## src/ctu_pkg.sv

```systemverilog
// Purpose: Shared constants and types for the four-channel counter/timer unit
// Assumes: Processor bus pins reach the unit asynchronously and are synchronised inside
// Notes: Control word layout and channel addressing are common to the top and the channel
package ctu_pkg;

  // Channel count and data width
  localparam int unsigned CHANNELS = 4;
  localparam int unsigned DATA_W = 8;

  // I/O addresses of the four channels
  localparam logic [7:0] ADDR_CH0 = 8'h0C;
  localparam logic [7:0] ADDR_CH3 = 8'h0F;
  localparam logic [7:0] READ_IDLE = 8'h00;

  // Two-byte return-from-interrupt opcode
  localparam logic [7:0] RETURN_OP_FIRST = 8'hED;
  localparam logic [7:0] RETURN_OP_SECOND = 8'h4D;

  // Prescaler terminal values for divide by 16 and by 256
  localparam logic [7:0] PRE_LAST_16 = 8'h0F;
  localparam logic [7:0] PRE_LAST_256 = 8'hFF;

  // Counter value at which the next decrement reaches zero
  localparam logic [7:0] COUNT_LAST = 8'h01;

  // Reset values
  localparam logic [7:0] CTRL_RESET = 8'h00;
  localparam logic [7:0] TC_RESET = 8'h00;
  localparam logic [7:0] COUNT_RESET = 8'h00;
  localparam logic [4:0] VECTOR_BASE_RESET = 5'h00;

  // Channel control word, bit 0 set marks a control word
  typedef struct packed {
    logic int_en;       // Interrupt on zero count
    logic counter_mode; // 1 counter, 0 timer
    logic pre256;       // Timer prescale 256, else 16
    logic rising;       // Counter active edge rising, else falling
    logic spare;        // Stored, no effect
    logic tc_follows;   // Next write is the time constant
    logic sw_reset;     // Stop the channel
    logic is_control;   // Marks a control word
  } ctu_ctrl_t;

  // Synchronised pin group
  typedef struct packed {
    logic fetch_n;   // Opcode fetch cycle, active low
    logic ioreq_n;   // I/O request strobe, active low
    logic memory_request_strobe_n;    // Memory request strobe, active low
    logic chain_in;  // Chain enable in, active high
    logic [3:0] trig; // Channel trigger inputs
    logic [7:0] data; // Processor data bus
  } ctu_pins_t;

endpackage

```

## src/ctu_channel.sv

```systemverilog
// Purpose: One counter/timer channel with prescaler, down counter and reload
// Assumes: i_trigger is already synchronised to i_clock
// Notes: A time constant of zero counts 256 steps
`timescale 1ns/1ps
module ctu_channel (
  input wire logic i_clock,
  input wire logic i_sys_rst,
  input wire logic i_wr_ctrl,
  input wire logic i_wr_tc,
  input wire logic [7:0] i_wdata,
  input wire logic i_trigger,
  output logic o_tc_pending,
  output logic o_int_enabled,
  output logic [7:0] o_count,
  output logic o_zero,
  output logic o_zero_out
);

  ctu_pkg::ctu_ctrl_t ctrl_q, ctrl_d; // Control word
  logic [7:0] tc_q, tc_d;             // Time constant
  logic [7:0] count_q, count_d;       // Down counter
  logic [7:0] pre_q, pre_d;           // Prescaler
  logic run_q, run_d;                 // Channel counting
  logic tc_pend_q, tc_pend_d;         // Time constant expected next
  logic zout_q, zout_d;               // Zero-count output level
  logic zero_q, zero_d;               // Zero-count event pulse
  logic trig_prev_q, trig_prev_d;     // Last trigger level for edge detect

  // Next-state logic for the channel
  always_comb begin
    logic step;
    logic edge_seen;
    ctu_pkg::ctu_ctrl_t wctrl;
    step = 1'b0;
    edge_seen = 1'b0;
    wctrl = ctu_pkg::ctu_ctrl_t'(i_wdata);
    ctrl_d = ctrl_q;
    tc_d = tc_q;
    count_d = count_q;
    pre_d = pre_q;
    run_d = run_q;
    tc_pend_d = tc_pend_q;
    zout_d = zout_q;
    zero_d = 1'b0;
    trig_prev_d = i_trigger;
    // Active edge as selected by the control word
    edge_seen = ctrl_q.rising ? (i_trigger & ~trig_prev_q) : (~i_trigger & trig_prev_q);
    if (run_q) begin
      if (ctrl_q.counter_mode) begin
        step = edge_seen;
      end else begin
        // Prescaler divides the system clock before the counter moves
        if (pre_q == (ctrl_q.pre256 ? ctu_pkg::PRE_LAST_256 : ctu_pkg::PRE_LAST_16)) begin
          pre_d = '0;
          step = 1'b1;
        end else begin
          pre_d = pre_q + 8'h01;
        end
      end
    end
    if (step) begin
      if (count_q == ctu_pkg::COUNT_LAST) begin
        // Zero reached, reload and keep going
        count_d = tc_q;
        zero_d = 1'b1;
        zout_d = ~zout_q;
      end else begin
        count_d = count_q - 8'h01;
      end
    end
    // A time-constant write overrides counting in the same cycle
    if (i_wr_ctrl) begin
      ctrl_d = wctrl;
      tc_pend_d = wctrl.tc_follows;
      if (wctrl.sw_reset) begin
        run_d = 1'b0; // Software reset stops until a new constant
        pre_d = '0;
      end
    end else if (i_wr_tc) begin
      tc_d = i_wdata;
      count_d = i_wdata;
      pre_d = '0;
      tc_pend_d = 1'b0;
      run_d = 1'b1;
    end
  end

  // Channel state registers
  always_ff @(posedge i_clock or posedge i_sys_rst) begin
    if (i_sys_rst) begin
      ctrl_q <= ctu_pkg::ctu_ctrl_t'(ctu_pkg::CTRL_RESET);
      tc_q <= ctu_pkg::TC_RESET;
      count_q <= ctu_pkg::COUNT_RESET;
      pre_q <= '0;
      run_q <= 1'b0;
      tc_pend_q <= 1'b0;
      zout_q <= 1'b0;
      zero_q <= 1'b0;
      trig_prev_q <= 1'b0;
    end else begin
      ctrl_q <= ctrl_d;
      tc_q <= tc_d;
      count_q <= count_d;
      pre_q <= pre_d;
      run_q <= run_d;
      tc_pend_q <= tc_pend_d;
      zout_q <= zout_d;
      zero_q <= zero_d;
      trig_prev_q <= trig_prev_d;
    end
  end

  // Outputs come straight from registers
  assign o_tc_pending = tc_pend_q;
  assign o_int_enabled = ctrl_q.int_en;
  assign o_count = count_q;
  assign o_zero = zero_q;
  assign o_zero_out = zout_q;

endmodule

```

## src/ctu_top.sv

```systemverilog
// What this block does
// - Four separately programmable counter/timer channels
// - Channel 0 wins interrupt priority
// - Each channel supplies its own vector
// - Eight-bit time constant and control registers
// - Readable down counter plus eight-bit prescaler
// - Timer prescale divides clock by 16/256
// - Counter mode, constant 1: interrupt per edge
// - Channels 0,1 divide line clock input
// - Channels 2,3 take display, expansion pulses
// - Fetch with I/O strobe means acknowledge
// - Only chain-in high, chain-out low drives vector
// - Chain out low until return op seen
// - Decode two-byte return op from fetches
// - Non-maskable request never asserted
// - Channels sit at I/O 0C to 0F
//
// Purpose: Counter/timer unit with vectored daisy-chain interrupts on an 8-bit processor bus
// Assumes: Processor pins are asynchronous to i_clock; the register port is synchronous
// Notes: Register port is sampled on i_clock; read data stand one cycle after the strobe
`timescale 1ns/1ps
module ctu_top (
  input wire logic i_clock,
  input wire logic i_sys_rst,
  input wire logic [7:0] i_addr,
  input wire logic [7:0] i_wdata,
  input wire logic i_write,
  input wire logic i_read,
  output logic [7:0] o_rdata,
  input wire logic i_chain_enable_in,
  output logic o_chain_enable_out,
  input wire logic i_opcode_fetch_cycle_n,
  input wire logic i_io_request_strobe_n,
  input wire logic i_memory_request_strobe_n,
  input wire logic [7:0] i_data_bus,
  output logic [7:0] o_data_bus,
  output logic o_data_bus_oe,
  output logic o_int_request_n,
  output logic o_nmi_request_n,
  input wire logic i_line_clock_in,
  input wire logic i_display_pulse,
  input wire logic i_expansion_pulse,
  output logic [3:0] o_zero_count
);

  localparam int unsigned NCH = ctu_pkg::CHANNELS;

  // Highest-priority set bit, lowest index first
  function automatic logic [1:0] first_set(input logic [3:0] mask);
    logic [1:0] idx;
    idx = 2'd0;
    for (int i = NCH - 1; i >= 0; i--) begin
      if (mask[i]) begin
        idx = 2'(i);
      end
    end
    return idx;
  endfunction

  // Pin synchroniser, first stage is read only by the second
  ctu_pkg::ctu_pins_t pin_raw;
  ctu_pkg::ctu_pins_t sync1_q, sync2_q;
  // Reset value matches the idle pin levels; triggers idle low so no false edge follows reset
  localparam ctu_pkg::ctu_pins_t PINS_IDLE = '{fetch_n: 1'b1, ioreq_n: 1'b1, memory_request_strobe_n: 1'b1, chain_in: 1'b1,
    trig: 4'h0, data: 8'hFF};

  // Bus cycle tracking
  logic ack_prev_q, ack_prev_d;         // Acknowledge cycle seen last clock
  logic mfetch_prev_q, mfetch_prev_d;   // Memory opcode fetch seen last clock
  logic [7:0] op_byte_q, op_byte_d;     // Last opcode byte seen in a fetch
  logic seen_first_q, seen_first_d;     // First return-op byte just fetched
  logic return_from_interrupt_op_q, return_from_interrupt_op_d;                 // Return op decoded, one-cycle pulse

  // Interrupt state
  logic [3:0] pending_q, pending_d;     // Requests awaiting acknowledge
  logic [3:0] service_q, service_d;     // Channels in service
  logic drive_q, drive_d;               // Vector being driven
  logic [7:0] vec_out_q, vec_out_d;     // Vector on the data bus
  logic [4:0] vbase_q, vbase_d;         // Vector base shared by channels

  // Register port
  logic [7:0] rdata_q, rdata_d;

  // Channel wiring
  logic [3:0] wr_ctrl;
  logic [3:0] wr_tc;
  logic [3:0] tc_pend;
  logic [3:0] int_en;
  logic [3:0] zero_evt;
  logic [3:0] zero_out;
  logic [7:0] count [NCH];

  // Decoded bus conditions from synchronised pins
  logic fetch_act;
  logic ack_act;
  logic mfetch_act;
  logic chain_in;
  logic ch_hit;
  logic [1:0] ch_sel;
  logic vec_write;
  ctu_pkg::ctu_ctrl_t wr_word; // Write data seen as a control word

  // Channel triggers: line clock feeds 0 and 1, display 2, expansion 3
  assign pin_raw.fetch_n = i_opcode_fetch_cycle_n;
  assign pin_raw.ioreq_n = i_io_request_strobe_n;
  assign pin_raw.memory_request_strobe_n = i_memory_request_strobe_n;
  assign pin_raw.chain_in = i_chain_enable_in;
  assign pin_raw.trig = {i_expansion_pulse, i_display_pulse, i_line_clock_in, i_line_clock_in};
  assign pin_raw.data = i_data_bus;

  // Two-stage synchroniser on every pin input
  always_ff @(posedge i_clock or posedge i_sys_rst) begin
    if (i_sys_rst) begin
      sync1_q <= PINS_IDLE;
      sync2_q <= PINS_IDLE;
    end else begin
      sync1_q <= pin_raw;
      sync2_q <= sync1_q;
    end
  end

  // Fetch with I/O strobe is the acknowledge; with memory strobe a normal fetch
  assign fetch_act = ~sync2_q.fetch_n;
  assign ack_act = fetch_act & ~sync2_q.ioreq_n;
  assign mfetch_act = fetch_act & ~sync2_q.memory_request_strobe_n;
  assign chain_in = sync2_q.chain_in;

  // Address decode for the channel block
  always_comb begin
    ch_hit = 1'b0;
    if (i_addr >= ctu_pkg::ADDR_CH0 && i_addr <= ctu_pkg::ADDR_CH3) begin
      ch_hit = 1'b1;
    end else begin
      ch_hit = 1'b0;
    end
  end
  assign ch_sel = 2'(i_addr - ctu_pkg::ADDR_CH0);
  assign wr_word = ctu_pkg::ctu_ctrl_t'(i_wdata);

  // Write routing: control word, time constant, or vector base
  always_comb begin
    wr_ctrl = '0;
    wr_tc = '0;
    vec_write = 1'b0;
    if (i_write && ch_hit) begin
      if (tc_pend[ch_sel]) begin
        wr_tc[ch_sel] = 1'b1;
      end else if (wr_word.is_control) begin
        wr_ctrl[ch_sel] = 1'b1;
      end else if (ch_sel == 2'd0) begin
        vec_write = 1'b1;
      end
    end
  end

  // Four identical channels
  for (genvar g = 0; g < NCH; g++) begin : g_ch
    ctu_channel u_channel (
      .i_clock(i_clock),
      .i_sys_rst(i_sys_rst),
      .i_wr_ctrl(wr_ctrl[g]),
      .i_wr_tc(wr_tc[g]),
      .i_wdata(i_wdata),
      .i_trigger(sync2_q.trig[g]),
      .o_tc_pending(tc_pend[g]),
      .o_int_enabled(int_en[g]),
      .o_count(count[g]),
      .o_zero(zero_evt[g]),
      .o_zero_out(zero_out[g])
    );
  end

  // Opcode watcher: latch each fetched byte, decode at the end of the fetch
  always_comb begin
    mfetch_prev_d = mfetch_act;
    op_byte_d = op_byte_q;
    seen_first_d = seen_first_q;
    return_from_interrupt_op_d = 1'b0;
    if (mfetch_act) begin
      op_byte_d = sync2_q.data; // Keeps the last sample taken while the strobe held
    end
    if (mfetch_prev_q && !mfetch_act) begin
      // Any byte other than the second op byte breaks the pair
      if (seen_first_q && op_byte_q == ctu_pkg::RETURN_OP_SECOND) begin
        return_from_interrupt_op_d = 1'b1;
        seen_first_d = 1'b0;
      end else begin
        seen_first_d = (op_byte_q == ctu_pkg::RETURN_OP_FIRST);
      end
    end
  end

  // Opcode watcher registers
  always_ff @(posedge i_clock or posedge i_sys_rst) begin
    if (i_sys_rst) begin
      mfetch_prev_q <= 1'b0;
      op_byte_q <= '0;
      seen_first_q <= 1'b0;
      return_from_interrupt_op_q <= 1'b0;
    end else begin
      mfetch_prev_q <= mfetch_prev_d;
      op_byte_q <= op_byte_d;
      seen_first_q <= seen_first_d;
      return_from_interrupt_op_q <= return_from_interrupt_op_d;
    end
  end

  // Interrupt state: request, acknowledge and return handling
  always_comb begin
    logic [1:0] win;
    logic [1:0] done;
    logic [3:0] clr_sw;
    win = first_set(pending_q);
    done = first_set(service_q);
    clr_sw = '0;
    pending_d = pending_q;
    service_d = service_q;
    drive_d = drive_q;
    vec_out_d = vec_out_q;
    vbase_d = vbase_q;
    ack_prev_d = ack_act;
    if (vec_write) begin
      vbase_d = i_wdata[ctu_pkg::DATA_W-1 -: $bits(vbase_q)];
    end
    // Acknowledge taken once, at the start of the cycle
    if (ack_act && !ack_prev_q && chain_in && (pending_q != '0)) begin
      pending_d[win] = 1'b0;
      service_d[win] = 1'b1;
      vec_out_d = {vbase_q, win, 1'b0};
      drive_d = 1'b1;
    end
    if (!ack_act) begin
      drive_d = 1'b0;
    end
    // Return op releases the highest-priority (lowest-numbered) channel in service while chain in is high
    if (return_from_interrupt_op_q && chain_in && (service_q != '0)) begin
      service_d[done] = 1'b0;
    end
    // Software reset of a channel drops its request
    for (int i = 0; i < NCH; i++) begin
      clr_sw[i] = wr_ctrl[i] & wr_word.sw_reset;
    end
    pending_d = pending_d & ~clr_sw;
    // A new zero count wins over any clear in the same cycle
    pending_d = pending_d | (zero_evt & int_en);
  end

  // Interrupt state registers
  always_ff @(posedge i_clock or posedge i_sys_rst) begin
    if (i_sys_rst) begin
      pending_q <= '0;
      service_q <= '0;
      drive_q <= 1'b0;
      vec_out_q <= '0;
      vbase_q <= ctu_pkg::VECTOR_BASE_RESET;
      ack_prev_q <= 1'b0;
    end else begin
      pending_q <= pending_d;
      service_q <= service_d;
      drive_q <= drive_d;
      vec_out_q <= vec_out_d;
      vbase_q <= vbase_d;
      ack_prev_q <= ack_prev_d;
    end
  end

  // Read data: counter of the addressed channel, zero otherwise
  always_comb begin
    rdata_d = ctu_pkg::READ_IDLE;
    if (i_read && ch_hit) begin
      rdata_d = count[ch_sel];
    end
  end

  // Read data register, holds a value only in the cycle after the strobe
  always_ff @(posedge i_clock or posedge i_sys_rst) begin
    if (i_sys_rst) begin
      rdata_q <= ctu_pkg::READ_IDLE;
    end else begin
      rdata_q <= rdata_d;
    end
  end

  assign o_rdata = rdata_q;

  // Request only while no channel of this unit is in service and chain allows
  assign o_int_request_n = ~(chain_in && (pending_q != '0) && (service_q == '0));

  // Chain passes through only with nothing pending or in service
  assign o_chain_enable_out = chain_in && (pending_q == '0) && (service_q == '0);

  // Vector driven only during the acknowledge this unit won
  assign o_data_bus_oe = drive_q & ack_act;
  assign o_data_bus = vec_out_q;

  // Non-maskable request is never used
  assign o_nmi_request_n = 1'b1;

  // Zero-count outputs; 0 and 1 serve as serial line clocks
  assign o_zero_count = zero_out;

endmodule

```

## config.mk

```make
export PLATFORM = sky130hd
export DESIGN_NAME = ctu_top
export DESIGN_NICKNAME = d
export VERILOG_FILES = /design/src/ctu_pkg.sv /design/src/ctu_channel.sv /design/src/ctu_top.sv
export SDC_FILE = /design/constraint.sdc
export NUM_CORES = 1
export LEC_CHECK = 0
export ABC_CLOCK_PERIOD_IN_PS = 7250
export BUFFER_PORTS_ARGS = -buffer_cell sky130_fd_sc_hd__buf_2
export CORE_AREA = 10 10 118 174
export CTS_CLUSTER_SIZE = 40
export DETAILED_ROUTE_END_ITERATION = 7
export DIE_AREA = 0 0 128 184
export PLACE_DENSITY = 0.79
export RECOVER_POWER = 25
export SLEW_MARGIN = 20
export SYNTH_ARGS = -nofsm -noshare
export SYNTH_HDL_FRONTEND = slang
export SYNTH_SLANG_ARGS = --single-unit
```

## constraint.sdc

```tcl
create_clock -name i_clock -period 7.25 [get_ports i_clock]
set_input_delay 0.3625 -clock i_clock [delete_from_list [all_inputs] [get_ports i_clock]]
set_output_delay 0.3625 -clock i_clock [all_outputs]
set_load 0.01 [all_outputs]
```

==> After elaboration in Yosys (flattened, before gate mapping) <==
Index checks and enable logic that the tools add are counted.
{ "totals": {"inputBits": 35, "out_inout_bits": 24, "word_cells": 312, "ff_bits": 205} }
{ "op_classes": {"order_cmp": 9, "n_bitwise": 45, "muxes": 123, "n_reduce_logical": 40, "add_sub_neg": 9, "eq_ne": 15} }
{ "ops": {"columns": ["cell", "n"], "rows": [
  ["$mux W8", 47],
  ["$mux W1", 55],
  ["$add A8 B1 Y8 const B", 4],
  ["$eq A8 B1 Y1 const B", 4],
  ["$eq A8 B8 Y1", 4],
  ["$mux W4", 8],
  ["$sub A8 B1 Y8 const B", 4],
  ["$reduce_and A2 Y1", 12],
  ["$not A1 Y1", 20],
  ["$logic_and A1 B1 Y1", 17],
  ["$and A4 B4 Y4", 4],
  ["$bmux W8 S2", 1],
  ["$mux W2", 8],
  ["$and A1 B1 Y1", 15],
  ["$not A4 Y4", 3],
  ["$lt A2 B3 Y1 const B", 3],
  ["$eq A8 B7 Y1 const B", 1],
  ["$eq A8 B8 Y1 const B", 1],
  ["$ge A8 B4 Y1 const B", 1],
  ["$le A8 B4 Y1 const B", 1],
  ["$logic_not A4 Y1", 2],
  ["$ne A2 B2 Y1 const B", 4],
  ["$or A4 B4 Y4", 2],
  ["$reduce_bool A2 Y1", 4],
  ["other kinds (10)", 16]
]} }

==> Logic depth before layout (Yosys ltp) <==
{ "depth": {"word_depth": 13, "mapped_depth": 8, "ltp_nobuf": 7} }

==> Cells and area by module <==
From an unflattened synthesis, not the netlist that was laid out.
{ "unflattened": {"cells_unflattened": 892, "hier_area_um2": 9512.9} }
{ "by_module_without_submodules": {"columns": ["module", "area_per_inst_um2", "cells_per_inst", "n_inst", "seq_area_each_um2"], "rows": [
  ["ctu_channel", 1681.6, 175, 4, 825.8],
  ["ctu_top", 2786.4, 192, 1, 1806.7]
]} }

==> Worst setup path before layout <==
No wires, ideal clock.
{ "synth_path": {"path_type": "in2reg", "from": "in i_addr[0]", "to": "reg pending_q[0]", "path_stages": 5, "n_path_buf": 1, "setup_ps": 122, "t_arrival_ps": 1850, "slack_ps": 5279, "cell_sequence": "buf_6 > mux4_2 > nand2b_4 > or4_4 > a32o_1"} }
{ "synth_via": {"elab_chain_len": 12, "word_cells_on_any_way": 20} }
{ "synth_rtl": {"columns": ["element", "line", "rtl"], "rows": [
  ["from (decl)", "ctu_top.sv:25", "input wire logic [7:0] i_addr,"],
  ["$sub A2 B1 Y2", "ctu_top.sv:137", "assign ch_sel = 2'(i_addr - ctu_pkg::ADDR_CH0);"],
  ["$lt A2 B3 Y1 (not written as such) / $ge A2 B1 Y1 (equally long branches)", "ctu_top.sv:149", "wr_ctrl[ch_sel] = 1'b1;"],
  ["$logic_and A1 B1 Y1 (not written as such)", "ctu_top.sv:149", null],
  ["$mux W1 (not written as such)", "ctu_top.sv:149", null],
  ["$demux W1 S2", "ctu_top.sv:149", null],
  ["$mux W4", "ctu_top.sv:148", "end else if (wr_word.is_control) begin"],
  ["$mux W4", "ctu_top.sv:146", "if (tc_pend[ch_sel]) begin"],
  ["$mux W4 (*)", "ctu_top.sv:145", "if (i_write && ch_hit) begin"],
  ["$and A1 B1 Y1 (*)", "ctu_top.sv:241", "clr_sw[i] = wr_ctrl[i] & wr_word.sw_reset;"],
  ["$not A4 Y4 (*)", "ctu_top.sv:243", "pending_d = pending_d & ~clr_sw;"],
  ["$and A4 B4 Y4 (*)", "ctu_top.sv:243", null],
  ["$or A4 B4 Y4 (*)", "ctu_top.sv:245", "pending_d = pending_d | (zero_evt & int_en);"],
  ["via pending_d[0]", "ctu_top.sv:75", "logic [3:0] pending_q, pending_d;"],
  ["to (signal assigned)", "ctu_top.sv:258", "pending_q <= pending_d;"],
  ["to (decl)", "ctu_top.sv:75", null]
]} }
The timed path passes the listed nets; every way through them passes the cells marked *. The select of a mux whose other input is x is not followed.
A chain may end at the register's enable or synchronous reset.

==> Worst setup path after layout <==
{ "layout_path": {"from": "reg g_ch[1].u_channel.run_q", "to": "reg g_ch[1].u_channel.count_q[2]"} }
{ "layout_via": {"elab_chain_len": 4} }
{ "layout_rtl": {"columns": ["element", "line", "rtl"], "rows": [
  ["from (decl)", "ctu_channel.sv:23", "logic run_q, run_d;"],
  ["from (signal assigned)", "ctu_channel.sv:105", "run_q <= run_d;"],
  ["$mux W1 (*)", "ctu_channel.sv:48", "if (run_q) begin"],
  ["$mux W8 (*)", "ctu_channel.sv:61", "if (step) begin"],
  ["$mux W8", "ctu_channel.sv:79", "end else if (i_wr_tc) begin"],
  ["$mux W8 (*)", "ctu_channel.sv:72", "if (i_wr_ctrl) begin"],
  ["via g_ch[1].u_channel.count_d[2]", "ctu_channel.sv:21", "logic [7:0] count_q, count_d;"],
  ["to (signal assigned)", "ctu_channel.sv:93", "count_q <= ctu_pkg::COUNT_RESET;"],
  ["to (signal assigned)", "ctu_channel.sv:103", "count_q <= count_d;"],
  ["to (decl)", "ctu_channel.sv:21", null]
]} }
The timed path passes the listed nets; every way through them passes the cells marked *.

==> flow_metrics.py <==
metrics = {
    "run_status": {
        "outcome": "completed",
    },
    "hold_path": {
        "hp-class": "primary input to asynchronous set/reset pin",
    },
    "yosys": {
        "netlist_area_um2": 9420,
        "post-synth-top-count-cell": "dfrtp_1",
        "syn_avg_cell_area_um2": 10.3,
        "syn_nets": 965,
        "seq_area_frac_synth_pct": 54.0,
        "synth_common_cells": "178 x dfrtp_1, 159 x nand2_1, 67 x nor2_1",
        "async_flop_share_pct": 100,
        "ys.flop_type": "dfrtp_1",
        "synth_top_area_share_pct": 47.3,
        "synth_top_area_cell": "dfrtp_1",
        "ys_types": 75,
        "synth_edf_count": 0,
        "synth_cells": 918,
        "synth_area_leaders": "dfrtp_1 47%, dfstp_2 6.7%, nand2_1 6.3%",
        "yosys_warnings": 0,
        "synth_seq_cells": 202,
    },
    "final_layout": {
        "fin_nets": 1023,
        "diodes": 0,
        "drive_gt1_share_pct": 17.1,
        "fillers": 1418,
        "multiInputGateArea_um2": 4060,
        "seqCellArea_um2": 5080,
        "area_growth_pct": 12.3,
    },
    "drt": {
        "routed-wl-met3_mm": 1.16,
        "highest-signal-layer": "met4",
        "routed_wl_mm": 21.9,
        "met2_length_mm": 11.6,
        "firstDrtPassIters": 4,
        "wire_per_inst_um": 18.2,
        "drt_iter0_drc": 519,
        "vias": 7207,
        "postRouteAntennaNets": 0,
        "drc_errors": 0,
        "via_per_inst": 5.99,
        "met1_length_mm": 8.55,
    },
    "sta": {
        "maxSlewViolCount": 0,
        "clock_skew_ns": 0.0125,
        "tightest_slew_ns": 1.09,
        "tns_ns": 0,
        "finalCriticalPeriod_ns": 2.30,
        "final.period_utilization_pct": 31.8,
        "max_freq_mhz": 434,
        "slew-limit-headroom_pct": 26.8,
        "setup_viol": 0,
        "rsz0062_at_grt": "false",
        "finalHoldViolCount": 0,
    },
    "floorplanning": {
        "dieArea_um2": 23600,
        "fp.dieW_um": 128,
        "start_util_pct": 54.5,
        "fp-row-count": 59,
        "io_pins": 59,
        "chipHeight_um": 184,
        "core-area_um2": 17300,
    },
    "worst_setup_path": {
        "crit_path_end_kind": "flip-flop",
        "path_cells": "nor2b_1 -> nand3_2 -> o22ai_1 -> mux2i_1 -> o21ai_0",
        "critPathMaxFanout": 7,
        "path_buf_inv": 0,
        "crit_required_ns": 7.59,
        "crit_slowest_cell": "o22ai_1",
        "critical_path_class": "flip-flop to flip-flop",
        "cp.depth": 5,
        "cpPeakStageDelay_ns": 0.75,
        "critPathTopFamily": "compound AO/OA/AOI/OAI gates",
        "start_kind": "flip-flop",
        "rr_worst_depth": 5,
        "cp_data_arrival_time_ns": 2.64,
    },
    "power_and_ir_drop": {
        "clkPwrFrac_pct": 39.1,
        "p_total_uw": 2530,
        "power.switching_uw": 655,
        "p_per_area_nw_per_um2": 239,
        "p_int_uw": 1870,
        "pwr-share-seq_pct": 50.4,
        "ir_drop_uv": 205,
        "netSwitchingFraction_pct": 25.9,
        "power.leakage_uw": 0.00477,
        "power.share.combinational_pct": 10.5,
    },
    "global_route": {
        "grt_usage_pct": 18.4,
        "grt_pass1_wl_mm": 36.2,
        "antenna_found_initial": 0,
        "overflow": 0,
        "grt_max_degree": 148,
        "grt_pass1_vias": 7301,
    },
    "placed_design": {
        "portBuffers": 56,
        "gp_congestion": 0.880,
        "dp_hpwl_mm": 14.9,
    },
    "clocking": {
        "h-tree-depth": 1,
        "cts_root_buffer": "clkbuf_16",
        "clock_path_buffers": 3,
        "cts_inserted_buffers": 21,
        "clock_sinks": 202,
        "cts_tree": "built",
        "clk_latency_ns": 0.50,
        "clk_pin_slew_worst_paths_ns": 0.06,
    },
    "flow_run": {
        "cap_violations": 0,
    },
}
-- sequential cells by signal, indices dropped and copies added, names as in the netlist, 3 cells and up --
signal	count
g_ch.u_channel.o_zero	4
sync2_q	14
g_ch.u_channel.trig_prev_q	3
g_ch.u_channel.run_q	4
op_byte_q	8
o_rdata	8
pending_q	4
g_ch.u_channel.o_zero_out	4
g_ch.u_channel.pre_q	32
g_ch.u_channel.o_tc_pending	4
o_data_bus	7
g_ch.u_channel.tc_q	32
g_ch.u_channel.o_int_enabled	4
sync1_q	15
service_q	4
g_ch.u_channel.ctrl_q	12
vbase_q	5
g_ch.u_channel.o_count	32
-- layer usage --
metal / up-vias / GRT usage [%]
li1: 3366 / -
met1: 3573 / 21.1
met2: 221 / 33.3
met3: 47 / 3.18
met4: 0 / 6.96
met5: - / 0
-- logic make-up after synthesis --
| family | count (synthesis) | synth area share [%] |
|---|---|---|
| simple gates | 380 | 19.7 |
| fa+ha+maj | 12 | 1.59 |
| flops | 202 | 54.0 |
| other cells | 2 | 0.0797 |
| xor+xnor | 22 | 2.05 |
| compound gates | 186 | 12.7 |
| buf+inv | 63 | 2.92 |
| mux | 51 | 7.03 |
-- cells in the final DEF, fill, tap and decap left out, types with 21 or more instances in the layout --
| cell type | synthesis | layout |
|---|---|---|
| nand3_1 | 24 | 24 |
| dfstp_2 | 24 | 23 |
| nor2_1 | 67 | 66 |
| nand2_1 | 159 | 159 |
| nor3_1 | 31 | 31 |
| dfrtp_1 | 178 | 178 |
| buf_2 | 5 | 54 |
| o21ai_0 | 55 | 55 |
| clkbuf_16 | 0 | 21 |
| mux2_2 | 31 | 31 |
| a21oi_1 | 46 | 46 |
| inv_1 | 25 | 24 |
-- through the flow --
stage               cells  area (µm²)  util [%]  hold slack (ns)  worst slack (ns)
finish               1203       10600      61.2            0.109              4.95
detailed placement   1151        9810      56.8            0.336              4.83
CTS                  1203       10600      61.2            0.129              4.96
global placement     1151        9810      56.8            0.335              4.84
global route         1203       10600      61.2            0.196              4.69
floorplan             918        9420         -            0.331              1.42
-- path summary, 6_finish.rpt --
path                                                           from                                      to  slack (ns)
worst max-delay path            g_ch[1].u_channel.run_q$_DFFE_PP0P_  g_ch[1].u_channel.o_count[2]$_DFF_PP0_        4.95
worst min-delay path                                      i_sys_rst                 mfetch_prev_q$_DFF_PP0_        0.11
worst max register to register  g_ch[1].u_channel.run_q$_DFFE_PP0P_  g_ch[1].u_channel.o_count[2]$_DFF_PP0_        4.95
worst min register to register                sync1_q[11]$_DFF_PP0_                   sync2_q[11]$_DFF_PP0_        0.35
max in group asynchronous                                 i_sys_rst   g_ch[1].u_channel.tc_q[6]$_DFFE_PP0P_        5.82
min in group i_clock                                     i_wdata[2]   g_ch[1].u_channel.tc_q[2]$_DFFE_PP0P_        0.20
-- area by class of cell --
cell class | instances | area share [%]
well taps | 213 | 2.52
flip-flops and latches | 202 | 48.1
multi-input cells | 653 | 38.4
clock buffers | 29 | 5.44
clock inverters | 8 | 0.426
inverters | 25 | 0.958
repair buffers | 73 | 4.19
-- power by group through the flow --
stage                     sequential [µW]  combinational, µW  clock, µW
final                                1270                266        987
after global placement               1290                252          0
after global routing                 1280                306       1050
after floorplan                      1260                210          0
after detailed placement             1290                261          0
after CTS                            1270                269       1010
-- what timing repair did --
action | in CTS | in global routing
gates resized for setup | 0 | 0
buffers inserted | 0 | 0
hold endpoints to repair | 15 | 0
hold buffers | 15 | 0
No activity file was read; power rests on OpenSTA's default activity.
